File: config.mk
export PLATFORM = sky130hd
export DESIGN_NAME = sq_arbiter
export DESIGN_NICKNAME = d
export VERILOG_FILES = /design/src/pkg/arb_pkg.sv /design/src/rtl/sq_arbiter.sv
export SDC_FILE = /design/constraint.sdc
export NUM_CORES = 1
export LEC_CHECK = 0
export BUFFER_PORTS_ARGS = -buffer_cell sky130_fd_sc_hd__buf_2
export CAP_MARGIN = 20
export CORE_MARGIN = 5
export CORE_UTILIZATION = 31
export DETAILED_ROUTE_END_ITERATION = 8
export MAX_ROUTING_LAYER = met4
export SYNTH_ARGS = -nofsm -noshare
export SYNTH_HDL_FRONTEND = slang
export SYNTH_SLANG_ARGS = --single-unit
File: constraint.sdc
create_clock -name ref_clk -period 9.96 [get_ports ref_clk]
set_clock_uncertainty 0.2 [all_clocks]
set_input_delay 1.992 -clock ref_clk [delete_from_list [all_inputs] [get_ports ref_clk]]
set_output_delay 1.992 -clock ref_clk [all_outputs]
set_load 0.02 [all_outputs]
File: src/pkg/arb_pkg.sv
// Purpose: Constants shared by the submission queue arbiter
// Assumes: Avalon-MM byte addresses, 32-bit data
// Notes: Level codes above the low level count as low
package arb_pkg;
  localparam int AW = 8;
  localparam int CW = 9;
  localparam logic [AW-1:0] OFS_CTRL = 8'h00;
  localparam logic [AW-1:0] OFS_WEIGHT = 8'h04;
  localparam logic [AW-1:0] OFS_URGENT = 8'h08;
  localparam logic [AW-1:0] OFS_LEVEL = 8'h0c;
  localparam logic [AW-1:0] OFS_CAP = 8'h10;
  localparam logic [AW-1:0] OFS_STATUS = 8'h14;
  localparam logic [AW-1:0] OFS_CREDIT = 8'h18;
  localparam int CTRL_MECH_BIT = 0;
  localparam int CTRL_BURST_LSB = 8;
  localparam int WEIGHT_HIGH_LSB = 16;
  localparam int WEIGHT_MED_LSB = 8;
  localparam int WEIGHT_LOW_LSB = 0;
  localparam int CAP_WRR_BIT = 0;
  localparam int STAT_CUR_LSB = 0;
  localparam int STAT_CNT_LSB = 8;
  localparam int STAT_FSM_LSB = 20;
  localparam int CRED_STRIDE = 10;
  localparam logic MECH_RR = 1'b0;
  localparam logic MECH_WRR = 1'b1;
  localparam logic [2:0] BURST_RST = 3'h0;
  localparam logic [7:0] WEIGHT_RST = 8'h00;
  localparam logic [1:0] LVL_HIGH = 2'h0;
  localparam logic [1:0] LVL_MED = 2'h1;
  localparam logic [1:0] LVL_LOW = 2'h2;
  localparam int PTR_ALL = 0;
  localparam int PTR_URG = 1;
  localparam int PTR_LVL = 2;
  typedef enum logic [1:0] {
    ST_ARB = 2'h1,
    ST_BURST = 2'h2
  } fsm_t;
endpackage : arb_pkg

File: src/rtl/sq_arbiter.sv
// Purpose: Picks the submission queue that starts the next commands
// Assumes: Queue 0 is the admin queue; pending flags are synchronous
// Notes: One start pulse at most every second cycle
//
// The address map and register access over Avalon-MM were left to the implementer.
`timescale 1ns/1ps

// What this block does
// - Plain round robin rotates over all queues
// - Plain round robin gives every queue equal priority
// - Several commands per turn, up to burst
// - Weighted mode: three classes, three weighted levels
// - Higher class commands start before lower ones
// - Weighted mode: admin queue outranks every other queue
// - Urgent after admin, before weighted, no fairness
// - Weighted round robin shares bandwidth among levels
// - Level weights come from host settings
// - Round robin among queues of one level
// - Weighted turn: lesser of burst and credits
// - Final selector forwards highest priority candidate
// - No more starts than burst before rearbitration, a fused pair counting as one
// - Round robin always; weighted mode advertised
// - Fused pair starts together, counts as one
module sq_arbiter
  import arb_pkg::*;
#(
  parameter int NQ = 8,
  parameter logic WRR_SUPPORTED = 1'b1
)(
  input wire logic ref_clk,
  input wire logic rst_n,
  input wire logic [AW-1:0] avs_address,
  input wire logic avs_read,
  input wire logic avs_write,
  input wire logic [31:0] avs_writedata,
  output logic [31:0] avs_readdata,
  output logic avs_waitrequest,
  input wire logic [NQ-1:0] sq_pending,
  input wire logic [NQ-1:0] sq_fused_first,
  input wire logic start_ready,
  output logic cmd_start,
  output logic [$clog2(NQ)-1:0] cmd_sq,
  output logic cmd_fused
);
  localparam int QW = $clog2(NQ);

  typedef struct packed {
    fsm_t st;
    logic mech;
    logic [2:0] burst;
    logic [2:0][7:0] wt;
    logic [NQ-1:0] urg;
    logic [2*NQ-1:0] lvl;
    logic [QW-1:0] cur;
    logic [CW-1:0] cnt;
    logic hold;
    logic wq;
    logic [1:0] lsel;
    logic [2:0][CW-1:0] cred;
    logic [4:0][QW-1:0] ptr;
    logic start;
    logic [QW-1:0] sq;
    logic fused;
    logic wait_r;
    logic [31:0] rdata;
  } state_t;

  state_t s_q;
  state_t s_d;
  logic [NQ-1:0] um;
  logic [2:0][NQ-1:0] lm;
  logic [2:0] elig;
  logic [CW-1:0] blen;
  logic reload;

  function automatic logic [QW-1:0] rr_pick(
    input logic [NQ-1:0] m,
    input logic [QW-1:0] last
  );
    logic [QW-1:0] r;
    logic f;
    int j;
    r = last;
    f = 1'b0;
    j = 0;
    for (int i = 1; i <= NQ; i++)
    begin
      j = (int'(last) + i) % NQ;
      if (!f && m[j])
      begin
        r = QW'(j);
        f = 1'b1;
      end
    end
    return r;
  endfunction : rr_pick

  function automatic logic [1:0] lvl_pick(
    input logic [2:0] e,
    input logic [1:0] last
  );
    logic [1:0] r;
    logic f;
    int j;
    r = last;
    f = 1'b0;
    j = 0;
    for (int i = 1; i <= 3; i++)
    begin
      j = (int'(last) + i) % 3;
      if (!f && e[j])
      begin
        r = 2'(j);
        f = 1'b1;
      end
    end
    return r;
  endfunction : lvl_pick

  always_comb
  begin
    logic [1:0] lv;
    logic [1:0] l;
    logic req;
    logic pre;
    lv = LVL_HIGH;
    l = LVL_HIGH;
    pre = 1'b0;
    s_d = s_q;
    s_d.start = 1'b0;
    blen = CW'(1) << s_q.burst;
    um = sq_pending & s_q.urg & ~NQ'(1);
    lm = '0;
    for (int q = 1; q < NQ; q++)
    begin
      lv = s_q.lvl[2*q +: 2];
      if (lv > LVL_LOW)
        lv = LVL_LOW;
      if (sq_pending[q] && !s_q.urg[q])
        lm[lv][q] = 1'b1;
    end
    for (int k = 0; k < 3; k++)
      elig[k] = (|lm[k]) && (s_q.cred[k] != '0);
    reload = 1'b0;
    // Register slave: one wait cycle, then the access completes
    req = avs_read || avs_write;
    s_d.wait_r = 1'b1;
    if (req && s_q.wait_r)
    begin
      s_d.wait_r = 1'b0;
      s_d.rdata = '0;
      if (avs_address == OFS_CTRL)
      begin
        s_d.rdata[CTRL_MECH_BIT] = s_q.mech;
        s_d.rdata[CTRL_BURST_LSB +: 3] = s_q.burst;
      end
      else if (avs_address == OFS_WEIGHT)
        s_d.rdata = {8'h00, s_q.wt[0], s_q.wt[1], s_q.wt[2]};
      else if (avs_address == OFS_URGENT)
        s_d.rdata[NQ-1:0] = s_q.urg;
      else if (avs_address == OFS_LEVEL)
        s_d.rdata[2*NQ-1:0] = s_q.lvl;
      else if (avs_address == OFS_CAP)
        s_d.rdata[CAP_WRR_BIT] = WRR_SUPPORTED;
      else if (avs_address == OFS_STATUS)
      begin
        s_d.rdata[STAT_CUR_LSB +: QW] = s_q.cur;
        s_d.rdata[STAT_CNT_LSB +: CW] = s_q.cnt;
        s_d.rdata[STAT_FSM_LSB +: 2] = s_q.st;
      end
      else if (avs_address == OFS_CREDIT)
        for (int k = 0; k < 3; k++)
          s_d.rdata[CRED_STRIDE*k +: CW] = s_q.cred[k];
    end
    if (avs_write && !s_q.wait_r)
    begin
      if (avs_address == OFS_CTRL)
      begin
        s_d.mech = avs_writedata[CTRL_MECH_BIT] & WRR_SUPPORTED;
        s_d.burst = avs_writedata[CTRL_BURST_LSB +: 3];
      end
      else if (avs_address == OFS_WEIGHT)
      begin
        s_d.wt[0] = avs_writedata[WEIGHT_HIGH_LSB +: 8];
        s_d.wt[1] = avs_writedata[WEIGHT_MED_LSB +: 8];
        s_d.wt[2] = avs_writedata[WEIGHT_LOW_LSB +: 8];
      end
      else if (avs_address == OFS_URGENT)
        s_d.urg = avs_writedata[NQ-1:0] & ~NQ'(1);
      else if (avs_address == OFS_LEVEL)
        s_d.lvl = avs_writedata[2*NQ-1:0];
    end
    case (s_q.st)
      ST_ARB:
      begin
        s_d.hold = 1'b0;
        if (s_q.mech == MECH_RR)
        begin
          if (|sq_pending)
          begin
            s_d.cur = rr_pick(sq_pending, s_q.ptr[PTR_ALL]);
            s_d.ptr[PTR_ALL] = s_d.cur;
            s_d.cnt = blen;
            s_d.wq = 1'b0;
            s_d.st = ST_BURST;
          end
        end
        else if (sq_pending[0])
        begin
          s_d.cur = '0;
          s_d.cnt = blen;
          s_d.wq = 1'b0;
          s_d.st = ST_BURST;
        end
        else if (|um)
        begin
          s_d.cur = rr_pick(um, s_q.ptr[PTR_URG]);
          s_d.ptr[PTR_URG] = s_d.cur;
          s_d.cnt = blen;
          s_d.wq = 1'b0;
          s_d.st = ST_BURST;
        end
        else if (|elig)
        begin
          l = lvl_pick(elig, s_q.lsel);
          s_d.lsel = l;
          s_d.cur = rr_pick(lm[l], s_q.ptr[PTR_LVL+l]);
          s_d.ptr[PTR_LVL+l] = s_d.cur;
          s_d.cnt = (blen < s_q.cred[l]) ? blen : s_q.cred[l];
          s_d.wq = 1'b1;
          s_d.st = ST_BURST;
        end
        else if (|lm)
        begin
          reload = 1'b1;
          for (int k = 0; k < 3; k++)
            s_d.cred[k] = CW'(s_q.wt[k]) + CW'(1);
        end
      end
      ST_BURST:
      begin
        pre = (s_q.mech == MECH_WRR) &&
          ((s_q.cur != '0 && sq_pending[0]) || (s_q.wq && |um));
        if (!s_q.start && start_ready && sq_pending[s_q.cur] &&
            (s_q.hold || !pre))
        begin
          s_d.start = 1'b1;
          s_d.sq = s_q.cur;
          s_d.fused = sq_fused_first[s_q.cur] && !s_q.hold;
          if (s_d.fused)
            s_d.hold = 1'b1;
          else
          begin
            s_d.hold = 1'b0;
            s_d.cnt = s_q.cnt - CW'(1);
            if (s_q.wq)
              s_d.cred[s_q.lsel] = s_q.cred[s_q.lsel] - CW'(1);
            if (s_q.cnt == CW'(1))
              s_d.st = ST_ARB;
          end
        end
        else if (!s_q.hold && !s_q.start &&
                 (!sq_pending[s_q.cur] || pre))
          s_d.st = ST_ARB;
      end
      default:
        s_d.st = ST_ARB;
    endcase
  end

  always_ff @(posedge ref_clk or negedge rst_n)
  begin
    if (!rst_n)
    begin
      s_q <= '0;
      s_q.st <= ST_ARB;
      s_q.mech <= MECH_RR;
      s_q.burst <= BURST_RST;
      s_q.wt <= {3{WEIGHT_RST}};
      s_q.wait_r <= 1'b1;
    end
    else
      s_q <= s_d;
  end

  assign avs_readdata = s_q.rdata;
  assign avs_waitrequest = s_q.wait_r;
  assign cmd_start = s_q.start;
  assign cmd_sq = s_q.sq;
  assign cmd_fused = s_q.fused;

  a_rr_all_queues: assert property (
    @(posedge ref_clk) disable iff (!rst_n)
    (s_q.st == ST_ARB && s_q.mech == MECH_RR && sq_pending == NQ'(1))
    |=> (s_q.st == ST_BURST && s_q.cur == '0))
    else $error("round robin skipped the admin queue");

  a_admin_wins: assert property (
    @(posedge ref_clk) disable iff (!rst_n)
    (s_q.st == ST_ARB && s_q.mech == MECH_WRR && sq_pending[0])
    |=> (s_q.cur == '0 && !s_q.wq))
    else $error("admin queue not chosen first");

  a_urgent_next: assert property (
    @(posedge ref_clk) disable iff (!rst_n)
    (s_q.st == ST_ARB && s_q.mech == MECH_WRR && !sq_pending[0] && |um)
    |=> (s_q.urg[s_q.cur] && s_q.st == ST_BURST))
    else $error("urgent queue not chosen after admin");

  a_strict_preempt: assert property (
    @(posedge ref_clk) disable iff (!rst_n)
    (s_q.st == ST_BURST && s_q.wq && !s_q.hold && !s_q.start &&
     s_q.mech == MECH_WRR && (sq_pending[0] || |um))
    |=> (s_q.st == ST_ARB && !cmd_start))
    else $error("weighted burst kept running over higher class");

  a_burst_bound: assert property (
    @(posedge ref_clk) disable iff (!rst_n)
    (s_q.st == ST_BURST) |-> (s_q.cnt <= blen && s_q.cnt != '0))
    else $error("burst count out of range");

  a_credit_cap: assert property (
    @(posedge ref_clk) disable iff (!rst_n)
    (s_q.st == ST_ARB && $past(s_q.st) == ST_BURST && s_q.wq)
    or (s_q.st == ST_BURST && s_q.wq) |-> s_q.cnt <= s_q.cred[s_q.lsel])
    else $error("weighted burst exceeds credits");

  a_fused_pair: assert property (
    @(posedge ref_clk) disable iff (!rst_n)
    (cmd_start && cmd_fused) |-> (s_q.hold && s_q.st == ST_BURST)
    ##1 (s_q.hold && s_q.cur == $past(cmd_sq)))
    else $error("fused pair split");

  a_start_current: assert property (
    @(posedge ref_clk) disable iff (!rst_n)
    cmd_start |-> (cmd_sq == s_q.cur && $past(sq_pending[s_q.cur])))
    else $error("start from a queue not holding the turn");

  a_credit_reload: assert property (
    @(posedge ref_clk) disable iff (!rst_n)
    reload |=> (s_q.cred[0] == CW'($past(s_q.wt[0])) + CW'(1) &&
                s_q.cred[2] == CW'($past(s_q.wt[2])) + CW'(1)))
    else $error("credits not reloaded from weights");

endmodule : sq_arbiter

Word-level counts from Yosys, hierarchy flattened
Index checks and enable logic that the tools add are counted.
{"block": "word_totals", "ff_bits": 149, "latchBits": 0, "ram_bits": 0, "rom_bits": 0, "input_bits": 61, "out_inout_bits": 38, "word_cells": 694, "mem_count": 0}
{"block": "classes", "add_sub_neg": 33, "n_mul": 0, "div": 3, "n_lt_le_gt_ge": 55, "eq_ne": 26, "n_shift": 1, "mux": 370, "n_bitwise": 36, "n_reduce_logical": 144}
{"op": "9-bit 2-to-1 mux", "count": 26}
{"op": "1-bit 2-to-1 mux", "count": 183}
{"op": "24-bit 2-to-1 mux", "count": 7}
{"op": "24-bit OR", "count": 6}
{"op": "3-bit 2-to-1 mux", "count": 46}
{"op": "27-bit 2-to-1 mux", "count": 5}
{"op": "4-bit by 5-bit less-than comparator with 1-bit output (second input constant)", "count": 24}
{"op": "8-bit demux with 2-bit select", "count": 7}
{"op": "32-bit by 4-bit less-than comparator with 1-bit output (second input constant)", "count": 3}
{"op": "32-bit by 3-bit remainder unit with 32-bit output (second input constant)", "count": 3}
{"op": "1-bit binary-select mux with 3-bit select", "count": 26}
{"op": "3-bit OR reduction", "count": 25}
{"op": "12-bit 2-to-1 mux", "count": 5}
{"op": "2-bit 2-to-1 mux", "count": 27}
{"op": "27-bit one-hot mux with 2 select lines", "count": 1}
{"op": "1-bit logical AND", "count": 53}
{"op": "42-bit 2-to-1 mux", "count": 1}
{"op": "39-bit 2-to-1 mux", "count": 1}
{"op": "3-bit adder (second input constant)", "count": 12}
{"op": "9-bit binary-select mux with 2-bit select", "count": 2}
{"op": "18-bit 2-to-1 mux", "count": 2}
{"op": "36-bit 2-to-1 mux", "count": 1}
{"op": "1-bit zero test", "count": 35}
{"op": "33-bit 2-to-1 mux", "count": 1}
{"op": "other kinds (60)", "count": 166}

Logic depth before layout (Yosys ltp)
Gate-level depths: netlist (run 1).
{"block": "logic_depth", "word_depth": 123, "ltp_mapped": 29, "depth_no_buf": 24}

Least setup slack after synthesis (run 1)
OpenSTA, ideal clock, no wires.
{"block": "synth_timing", "path_kind": "input to register", "from": "input port sq_pending[7]", "to": "register s_q[48] in the netlist's numbering", "arrival_ps": 7105, "t_required_ps": 9635, "slack_ps": 2530, "path_stages": 26, "path_buffers": 5, "cell_sequence": "buf_2 > and4bb_1 > or4_1 > buf_2 > o21a_4 > nor4_4 > a211oi_2 > or2_4 > nor2_1 > buf_2 > a2bb2oi_2 > buf_6 > inv_2 > clkbuf_1 > ha_1 > inv_1 > and4_1 > nor4_2 > nand2b_1 > o32ai_2 > nor2_1 > mux2i_1 > o22ai_1 > o31ai_4 > a21oi_2 > mux2_2"}
{"block": "synth_via", "elab_chain_len": 99}
{"item": "start, declared", "line": "sq_arbiter.sv:38", "text": "input wire logic [NQ-1:0] sq_pending,"}
{"item": "1-bit logical AND", "line": "sq_arbiter.sv:139", "text": "if (sq_pending[q] && !s_q.urg[q])"}
{"item": "24-bit 2-to-1 mux", "line": "sq_arbiter.sv:139"}
{"item": "8-bit OR reduction", "line": "sq_arbiter.sv:143", "text": "elig[k] = (|lm[k]) && (s_q.cred[k] != '0);"}
{"item": "1-bit logical AND", "line": "sq_arbiter.sv:143"}
{"item": "1-bit binary-select mux with 2-bit select", "line": "sq_arbiter.sv:111", "text": "if (!f && e[j])"}
{"item": "1-bit 2-to-1 mux (implied by the code) (2 in series)", "line": "sq_arbiter.sv:111"}
{"item": "1-bit 2-to-1 mux", "line": "sq_arbiter.sv:111"}
{"item": "1-bit 2-to-1 mux", "line": "sq_arbiter.sv:223", "text": "else if (|elig)"}
{"item": "[82 not listed]"}
{"item": "1-bit logical AND", "line": "sq_arbiter.sv:89", "text": "if (!f && m[j])"}
{"item": "3-bit 2-to-1 mux", "line": "sq_arbiter.sv:89"}
{"item": "3-bit 2-to-1 mux", "line": "sq_arbiter.sv:223"}
{"item": "3-bit 2-to-1 mux", "line": "sq_arbiter.sv:215", "text": "else if (|um)"}
{"item": "3-bit 2-to-1 mux", "line": "sq_arbiter.sv:208", "text": "else if (sq_pending[0])"}
{"item": "3-bit 2-to-1 mux", "line": "sq_arbiter.sv:197", "text": "if (s_q.mech == MECH_RR)"}
{"item": "3-bit 2-to-1 mux", "line": "sq_arbiter.sv:193", "text": "case (s_q.st)"}
{"item": "15-bit bitwise mux", "line": "sq_arbiter.sv:228", "text": "s_d.ptr[PTR_LVL+l] = s_d.cur;"}
{"item": "end, declared", "line": "sq_arbiter.sv:68", "text": "state_t s_q;"}
Parallel ways exist; a longest one is shown, timed or not. The select of a mux whose other input is x is not followed.
A chain may end at the register's enable or synchronous reset.

Worst setup path after layout (run 1)
{"block": "layout_timing", "from": "input port sq_pending[7]", "to": "register s_q[94] in the netlist's numbering"}
{"block": "layout_via", "elab_chain_len": 102}
{"item": "1-bit logical AND", "line": "sq_arbiter.sv:139"}
{"item": "24-bit 2-to-1 mux", "line": "sq_arbiter.sv:139"}
{"item": "8-bit OR reduction", "line": "sq_arbiter.sv:143"}
{"item": "1-bit logical AND", "line": "sq_arbiter.sv:143"}
{"item": "1-bit binary-select mux with 2-bit select", "line": "sq_arbiter.sv:111"}
{"item": "1-bit 2-to-1 mux (implied by the code) (2 in series)", "line": "sq_arbiter.sv:111"}
{"item": "1-bit 2-to-1 mux", "line": "sq_arbiter.sv:111"}
{"item": "1-bit 2-to-1 mux", "line": "sq_arbiter.sv:223"}
{"item": "[85 not listed]"}
{"item": "3-bit 2-to-1 mux", "line": "sq_arbiter.sv:215"}
{"item": "3-bit 2-to-1 mux", "line": "sq_arbiter.sv:208"}
{"item": "3-bit 2-to-1 mux", "line": "sq_arbiter.sv:197"}
{"item": "3-bit 2-to-1 mux", "line": "sq_arbiter.sv:193"}
{"item": "12-bit 2-to-1 mux", "line": "sq_arbiter.sv:223"}
{"item": "12-bit 2-to-1 mux", "line": "sq_arbiter.sv:215"}
{"item": "12-bit 2-to-1 mux", "line": "sq_arbiter.sv:208"}
{"item": "12-bit 2-to-1 mux", "line": "sq_arbiter.sv:197"}
Parallel ways exist; a longest one is shown, timed or not. The select of a mux whose other input is x is not followed.

==> flow_summary.json, run 1 <==
{
  "syn_area_um2": 11410,
  "place_congestion": 0.9253,
  "crit_chain": "buf_2, and4bb_1, or4_1, o211ai_2, nand3_1, o32ai_2, a21o_1, mux2i_1, a2bb2oi_2, buf_4, inv_2, ha_1, inv_1, nand2_1, a211oi_1, nor4_2, or2_1, o32ai_2, a2bb2oi_2, nand3_2, o31ai_1, a21oi_1, a211oi_2, o22a_1",
  "synth_compound_area_share_pct": 21.91,
  "area_growth_pct": 9.673,
  "antenna_found_initial": 0,
  "cts_tree": "built",
  "synth_adder_area_share_pct": 2.632,
  "start_util_pct": 31.32,
  "synth-edff-count": 0,
  "ys_seq_area_share_pct": 32.04,
  "critPathSlowestCell": "a21o_1",
  "overflow": 0,
  "setup_viol": 0,
  "critical_path_class": "primary input to register",
  "final_nets": 1397,
  "grt_busiest_layer": "met2",
  "finalHoldViolCount": 0,
  "synth_top_family_by_area": "compound AO/OA/AOI/OAI gates",
  "cts_buffer_depth": 2,
  "clk_pin_slew_ns": 0.08,
  "crit_arrival_ns": 8.55,
  "cts_setup_buffers": 0,
  "grtUsageMet3_pct": 3.016,
  "worstPathBufferInverterCount": 4,
  "diodes": 0,
  "switchingPower_mw": 1.768,
  "pwr-share-comb_pct": 56.0,
  "synth_top_area_share_pct": 31.58,
  "cts-resized-gates": 0,
  "p_seq_share_pct": 25.4,
  "ys_ff_latch": 146,
  "post_drt_wl_per_cell_um": 20.81,
  "maxCapViolations": 0,
  "firstDrtPassIters": 5,
  "die_w_um": 201.8,
  "hold_buffers": 0,
  "slowest_delay_ns": 0.91,
  "design.die.area_um2": 40740,
  "grt_max_degree": 75,
  "yosysWarnings": 0,
  "grt_usage_pct": 18.59,
  "syn-instance-count": 1309,
  "io_pins": 99,
  "crit_fanout": 20,
  "register_area_um2": 3656,
  "cp-start-kind": "primary input",
  "dp_slack_ns": 1.369,
  "clk_latency_ns": 0.44,
  "fin_tns_setup_ns": 0,
  "worstHoldPathType": "register to register",
  "coreArea_um2": 36430,
  "end_kind": "register",
  "numPortBuffers": 87,
  "grt_pass1_vias": 10000,
  "synthArstFlopShare_pct": 100.0,
  "num-fill-cells": 3739,
  "synth_xor_xnor_area_share_pct": 2.665,
  "min_period_ns": 8.384,
  "peakVddDrop_mv": 0.1537,
  "crit_family": "compound AO/OA/AOI/OAI gates",
  "rsz0062_at_grt": "false",
  "vias_per_cell": 5.777,
  "ant_nets": 0,
  "synth-simple-area-share_pct": 19.43,
  "ctsHtreeMaxLevel": 4,
  "use_met1_pct": 24.78,
  "multi_input_area_um2": 6967,
  "final_layout_size_suffix_gt1_share_pct": 19.17,
  "slew_violations": 0,
  "synth_top_cell_by_area": "dfrtp_1",
  "cts.sinks": 146,
  "ys_types": 90,
  "p_int_mw": 1.907,
  "grt_pass1_wl_um": 58770,
  "synthFlopType": "dfrtp_1",
  "remaining_drc_errors": 0,
  "synth_mux_area_share_pct": 14.32,
  "dp_hpwl_um": 28040,
  "mostFrequentLayoutCells": "dfrtp_1 (144), nand2_1 (140), nor2_1 (96)",
  "synth_area_per_cell_um2": 8.716,
  "clockRootBuffer": "clkbuf_16",
  "postLayoutCoreUtil_pct": 34.34,
  "final_common_cell": "dfrtp_1",
  "relSlewSlack_pct": 26.60,
  "report.power.total_mw": 3.675,
  "numCtsBuffers": 17,
  "drt_iter0_drc": 989,
  "timing.fmax_ghz": 0.1193,
  "swShare_pct": 48.11,
  "num_rows": 70,
  "power_density_nw_per_um2": 293.7,
  "period_share_pct": 84.18,
  "wl_um": 37310,
  "use_met2_pct": 29.61,
  "leakagePower_nw": 5.375,
  "synth_area_leaders": "dfrtp_1 (32%), mux2_2 (6.4%), mux2i_1 (5.4%)",
  "worst-endpoint-required_ns": 10.13,
  "num_vias": 10360,
  "worst_pin_slew_ns": 1.101,
  "die_h_um": 201.8,
  "power_frac_clock_pct": 18.6,
  "status": "finished clean",
  "layout_setup_ws_ns": 1.576
}
==> cell families (layout without fill, tap and decap cells) <==
kind of cell	after synthesis	in the layout
buffers and inverters	162	176
xor gates and xnor gates	33	33
DFF	146	146
adders and majority gates	24	24
and+or+nand+nor	436	436
muxes	140	140
AOI/OAI and AO/OA	367	367
other	1	3
==> path summary, 6_finish.rpt <==
check                                  from          endpoint  slack (ns)  depth (start not counted)
min in group asynchronous             rst_n  avs_readdata[26]        1.35                          1
max                           sq_pending[7]           s_q[94]        1.58                         24
min reg2reg                avs_readdata[27]  avs_readdata[27]        0.26                          2
max in group asynchronous             rst_n          s_q[138]        6.78                          2
max reg2reg                         s_q[81]           s_q[94]        2.45                         25
min                        avs_readdata[27]  avs_readdata[27]        0.26                          2
==> sequential cells by signal (all words and copies together), names as in the netlist <==
register,count
avs_readdata,29
avs_waitrequest,1
cmd_fused,1
cmd_sq,3
cmd_start,1
s_q,111
==> cell type report <==
| cell class | count | area share (%) |
|---|---|---|
| Inverter | 48 | 1.440 |
| Clock buffer | 18 | 3.510 |
| Sequential cell | 146 | 29.22 |
| Multi-Input combinational cell | 1003 | 55.67 |
| Timing Repair Buffer | 96 | 4.070 |
| Clock inverter | 14 | 1.410 |
| Tap cell | 468 | 4.680 |
==> worst reg2reg max path, cell delays in order, from the launching register on <==
cell and delay, ns:
dfrtp_1 0.88, inv_1 0.21, ha_1 0.45, inv_1 0.15, a31oi_1 0.26, o21a_1 0.26
nor4_4 0.07, a211oi_2 0.34, a21o_1 0.91, mux2i_1 0.33, a2bb2oi_2 0.15, buf_4 0.23
inv_2 0.14, ha_1 0.27, inv_1 0.17, nand2_1 0.09, a211oi_1 0.26, nor4_2 0.12
or2_1 0.23, o32ai_2 0.28, a2bb2oi_2 0.35, nand3_2 0.22, o31ai_1 0.34, a21oi_1 0.12
a211oi_2 0.26, o22a_1 0.16
==> metrics by stage <==
| stage | area [µm²] | hold slack, ns | std cells |
|---|---|---|---|
| final | 12510 | 0.2626 | 1793 |
| after global routing | 12510 | 0.2875 | 1793 |
| after CTS | 12510 | 0.2695 | 1793 |
| after detailed placement | 11900 | 0.2514 | 1761 |
| after global placement | 11890 | 0.2474 | 1760 |
| after floorplan | 11420 | 0.2400 | 1311 |
==> metal layers <==
layer | share of wire (%) | up-vias
li1 | - | 4806
met1 | 44 | 5158
met2 | 48 | 342
met3 | 6.1 | 52
met4 | 2.1 | 0
met5 | 0 | -
==> cell usage after synthesis (all sizes together) (24+ instances only) <==
cell type,number
nor3,24
buf,55
dfrtp,144
clkbuf,59
o21a,31
nand2,141
mux2i,62
a21oi,81
nand3,48
o21ai,90
inv,48
nor2,97
mux2,67
ha,24
==> power by group through the flow <==
stage	Combinational [mW]	Sequential [mW]	Clock, mW
final	2.06	0.932	0.685
after detailed placement	2.03	0.935	0
after CTS	2.04	0.923	0.698
after global placement	2.01	0.936	0
after floorplan	1.66	0.811	0
after global routing	2.26	0.943	0.723
Power figures use the tool's default switching activity.
==> run 2, diff against run 1 <==
==> constraint.sdc (replaced) <==
create_clock -name ref_clk -period 8.4 [get_ports ref_clk]
set_clock_uncertainty 0.2 [all_clocks]
set_input_delay 1.68 -clock ref_clk [delete_from_list [all_inputs] [get_ports ref_clk]]
set_output_delay 1.68 -clock ref_clk [all_outputs]
set_load 0.02 [all_outputs]
==> run 2 against run 1 <==
Net effect:
- via count barely moved
- worst hold slack improved by 0.0025 ns
- largest power group unchanged
- critical endpoint is now s_q[45]
- sequential share of layout area rose by 0.065 points
==> flow_summary.json, run 2 (synthesis results as in run 1) <==
{
  "status": "finished clean",
  "grt_max_degree": 78,
  "start_util_pct": 31.32,
  "cts-resized-gates": 0,
  "slowest_delay_ns": 0.72,
  "fin_tns_setup_ns": 0,
  "wl_um": 37790,
  "design.die.area_um2": 40740,
  "final_common_cell": "dfrtp_1",
  "remaining_drc_errors": 0,
  "end_kind": "register",
  "crit_path_frequent_cell": "nor2_1",
  "crit_family": "simple AND/OR/NAND/NOR gates",
  "slew_violations": 0,
  "cts_buffer_depth": 2,
  "crit_chain": "buf_2, and4bb_1, or4_1, o21a_4, nor4_4, a211oi_2, or2_4, nor2_1, a2bb2oi_2, inv_2, ha_1, inv_1, and4_1, nor4_2, nand2b_1, o32ai_2, nor2_1, mux2i_1, o22ai_1, o31ai_4, a21oi_2, mux2_2",
  "maxCapViolations": 0,
  "clk_latency_ns": 0.44,
  "pwr-share-comb_pct": 56.5,
  "clk_pin_slew_ns": 0.08,
  "drt_iter0_drc": 917,
  "num-fill-cells": 3768,
  "die_h_um": 201.8,
  "setup_viol": 0,
  "cts_tree": "built",
  "p_int_mw": 2.201,
  "dp_hpwl_um": 28310,
  "io_pins": 99,
  "place_congestion": 0.9027,
  "crit_arrival_ns": 7.24,
  "grt_usage_pct": 18.76,
  "final_layout_size_suffix_gt1_share_pct": 19.35,
  "layoutNonFillerInstCount": 1796,
  "grt_pass1_wl_um": 59070,
  "largest_register_ffs": 111,
  "place_inst": 1763,
  "clockRootBuffer": "clkbuf_16",
  "peakVddDrop_mv": 0.1970,
  "rsz0062_at_grt": "false",
  "swShare_pct": 49.04,
  "final_nets": 1400,
  "vias_per_cell": 5.773,
  "ctsHtreeMaxLevel": 4,
  "ant_nets": 0,
  "antenna_found_initial": 0,
  "hold_buffers": 0,
  "worstHoldPathType": "register to register",
  "coreArea_um2": 36430,
  "critical_path_class": "primary input to register",
  "overflow": 0,
  "diodes": 0,
  "switchingPower_mw": 2.118,
  "power_frac_clock_pct": 17.7,
  "worstPathBufferInverterCount": 3,
  "cts.sinks": 146,
  "p_seq_share_pct": 25.7,
  "firstDrtPassIters": 8,
  "timing.fmax_ghz": 0.1404,
  "worst-endpoint-required_ns": 8.52,
  "post_drt_wl_per_cell_um": 21.04,
  "leakagePower_nw": 5.368,
  "crit_fanout": 21,
  "numPortBuffers": 87,
  "relSlewSlack_pct": 24.92,
  "area_growth_pct": 9.431,
  "period_share_pct": 84.82,
  "power_density_nw_per_um2": 345.9,
  "worst_pin_slew_ns": 1.098,
  "num_rows": 70,
  "largest_register": "s_q",
  "num_vias": 10370,
  "mostFrequentLayoutCells": "dfrtp_1 (144), nand2_1 (140), nor2_1 (96)",
  "numCtsBuffers": 17,
  "cts_setup_buffers": 0,
  "die_w_um": 201.8,
  "cp-start-kind": "primary input",
  "critPathSlowestCell": "or4_1",
  "finalHoldViolCount": 0,
  "grt_pass1_vias": 9988,
  "min_period_ns": 7.125
}
run 2: changes by cell type in the layout (fill, tap and decap cells not counted), sizes merged:
cell / previous run / this run
clkinv: 1 / 4
bufinv: 2 / 0
buf: 96 / 98
run 2: layout make-up:
type | instances | area, µm² | share of cell area, %
Multi-Input combinational cell | 1003 | 6967 | 55.80
Sequential cell | 146 | 3656 | 29.28
Clock buffer | 17 | 425.4 | 3.407
Clock inverter | 15 | 140.1 | 1.122
Inverter | 48 | 180.2 | 1.443
Tap cell | 468 | 585.6 | 4.690
Timing Repair Buffer | 99 | 531.8 | 4.259
run 2: worst reg2reg max path: cells and delay by family, from the launching register on:
| family | cells | cell delay [ns] |
|---|---|---|
| buffers and inverters | 4 | 0.73 |
| DFF | 1 | 0.66 |
| AOI/OAI and AO/OA | 12 | 3.05 |
| muxes | 1 | 0.25 |
| and+or+nand+nor | 5 | 0.72 |
| adders and majority gates | 2 | 0.74 |
run 2: stage by stage:
stage,area (µm²),power [mW],hold slack (ns),setup WS [ns],utilization (%)
2_1_floorplan,11420,2.934,0.2400,1.282,-
3_3_place_gp,11910,3.506,0.2471,0.9275,32.70
3_5_place_dp,11910,3.529,0.2520,0.9392,32.70
4_1_cts,12480,4.303,0.2693,1.365,34.25
5_1_grt,12490,4.611,0.2957,0.9737,34.27
6_report,12490,4.319,0.2651,1.275,34.27
run 2: power groups by stage:
stage / logic, mW / registers (mW) / clock network [mW]
after floorplan: 1.97 / 0.962 / 0
after global placement: 2.39 / 1.11 / 0
after detailed placement: 2.41 / 1.12 / 0
after CTS: 2.43 / 1.10 / 0.774
after global routing: 2.68 / 1.12 / 0.808
final: 2.44 / 1.11 / 0.766
run 2: worst paths after layout:
path                            depth (start not counted)               end  slack, ns             start
max in group asynchronous                               2          s_q[107]       5.54             rst_n
worst max-delay path                                   22           s_q[45]       1.28     sq_pending[7]
worst max register to register                         24           s_q[94]       2.00           s_q[80]
min in group asynchronous                               1  avs_readdata[26]       1.05             rst_n
worst min register to register                          2  avs_readdata[27]       0.27  avs_readdata[27]
worst min-delay path                                    2  avs_readdata[27]       0.27  avs_readdata[27]
run 2: layer usage:
layer	GRT usage, %	vias up	routed length (µm)
met5	-	-	0
met4	7.129	0	1318
met3	2.567	84	2582
met2	28.95	382	17560
met1	25.18	5108	16330
li1	-	4794	-
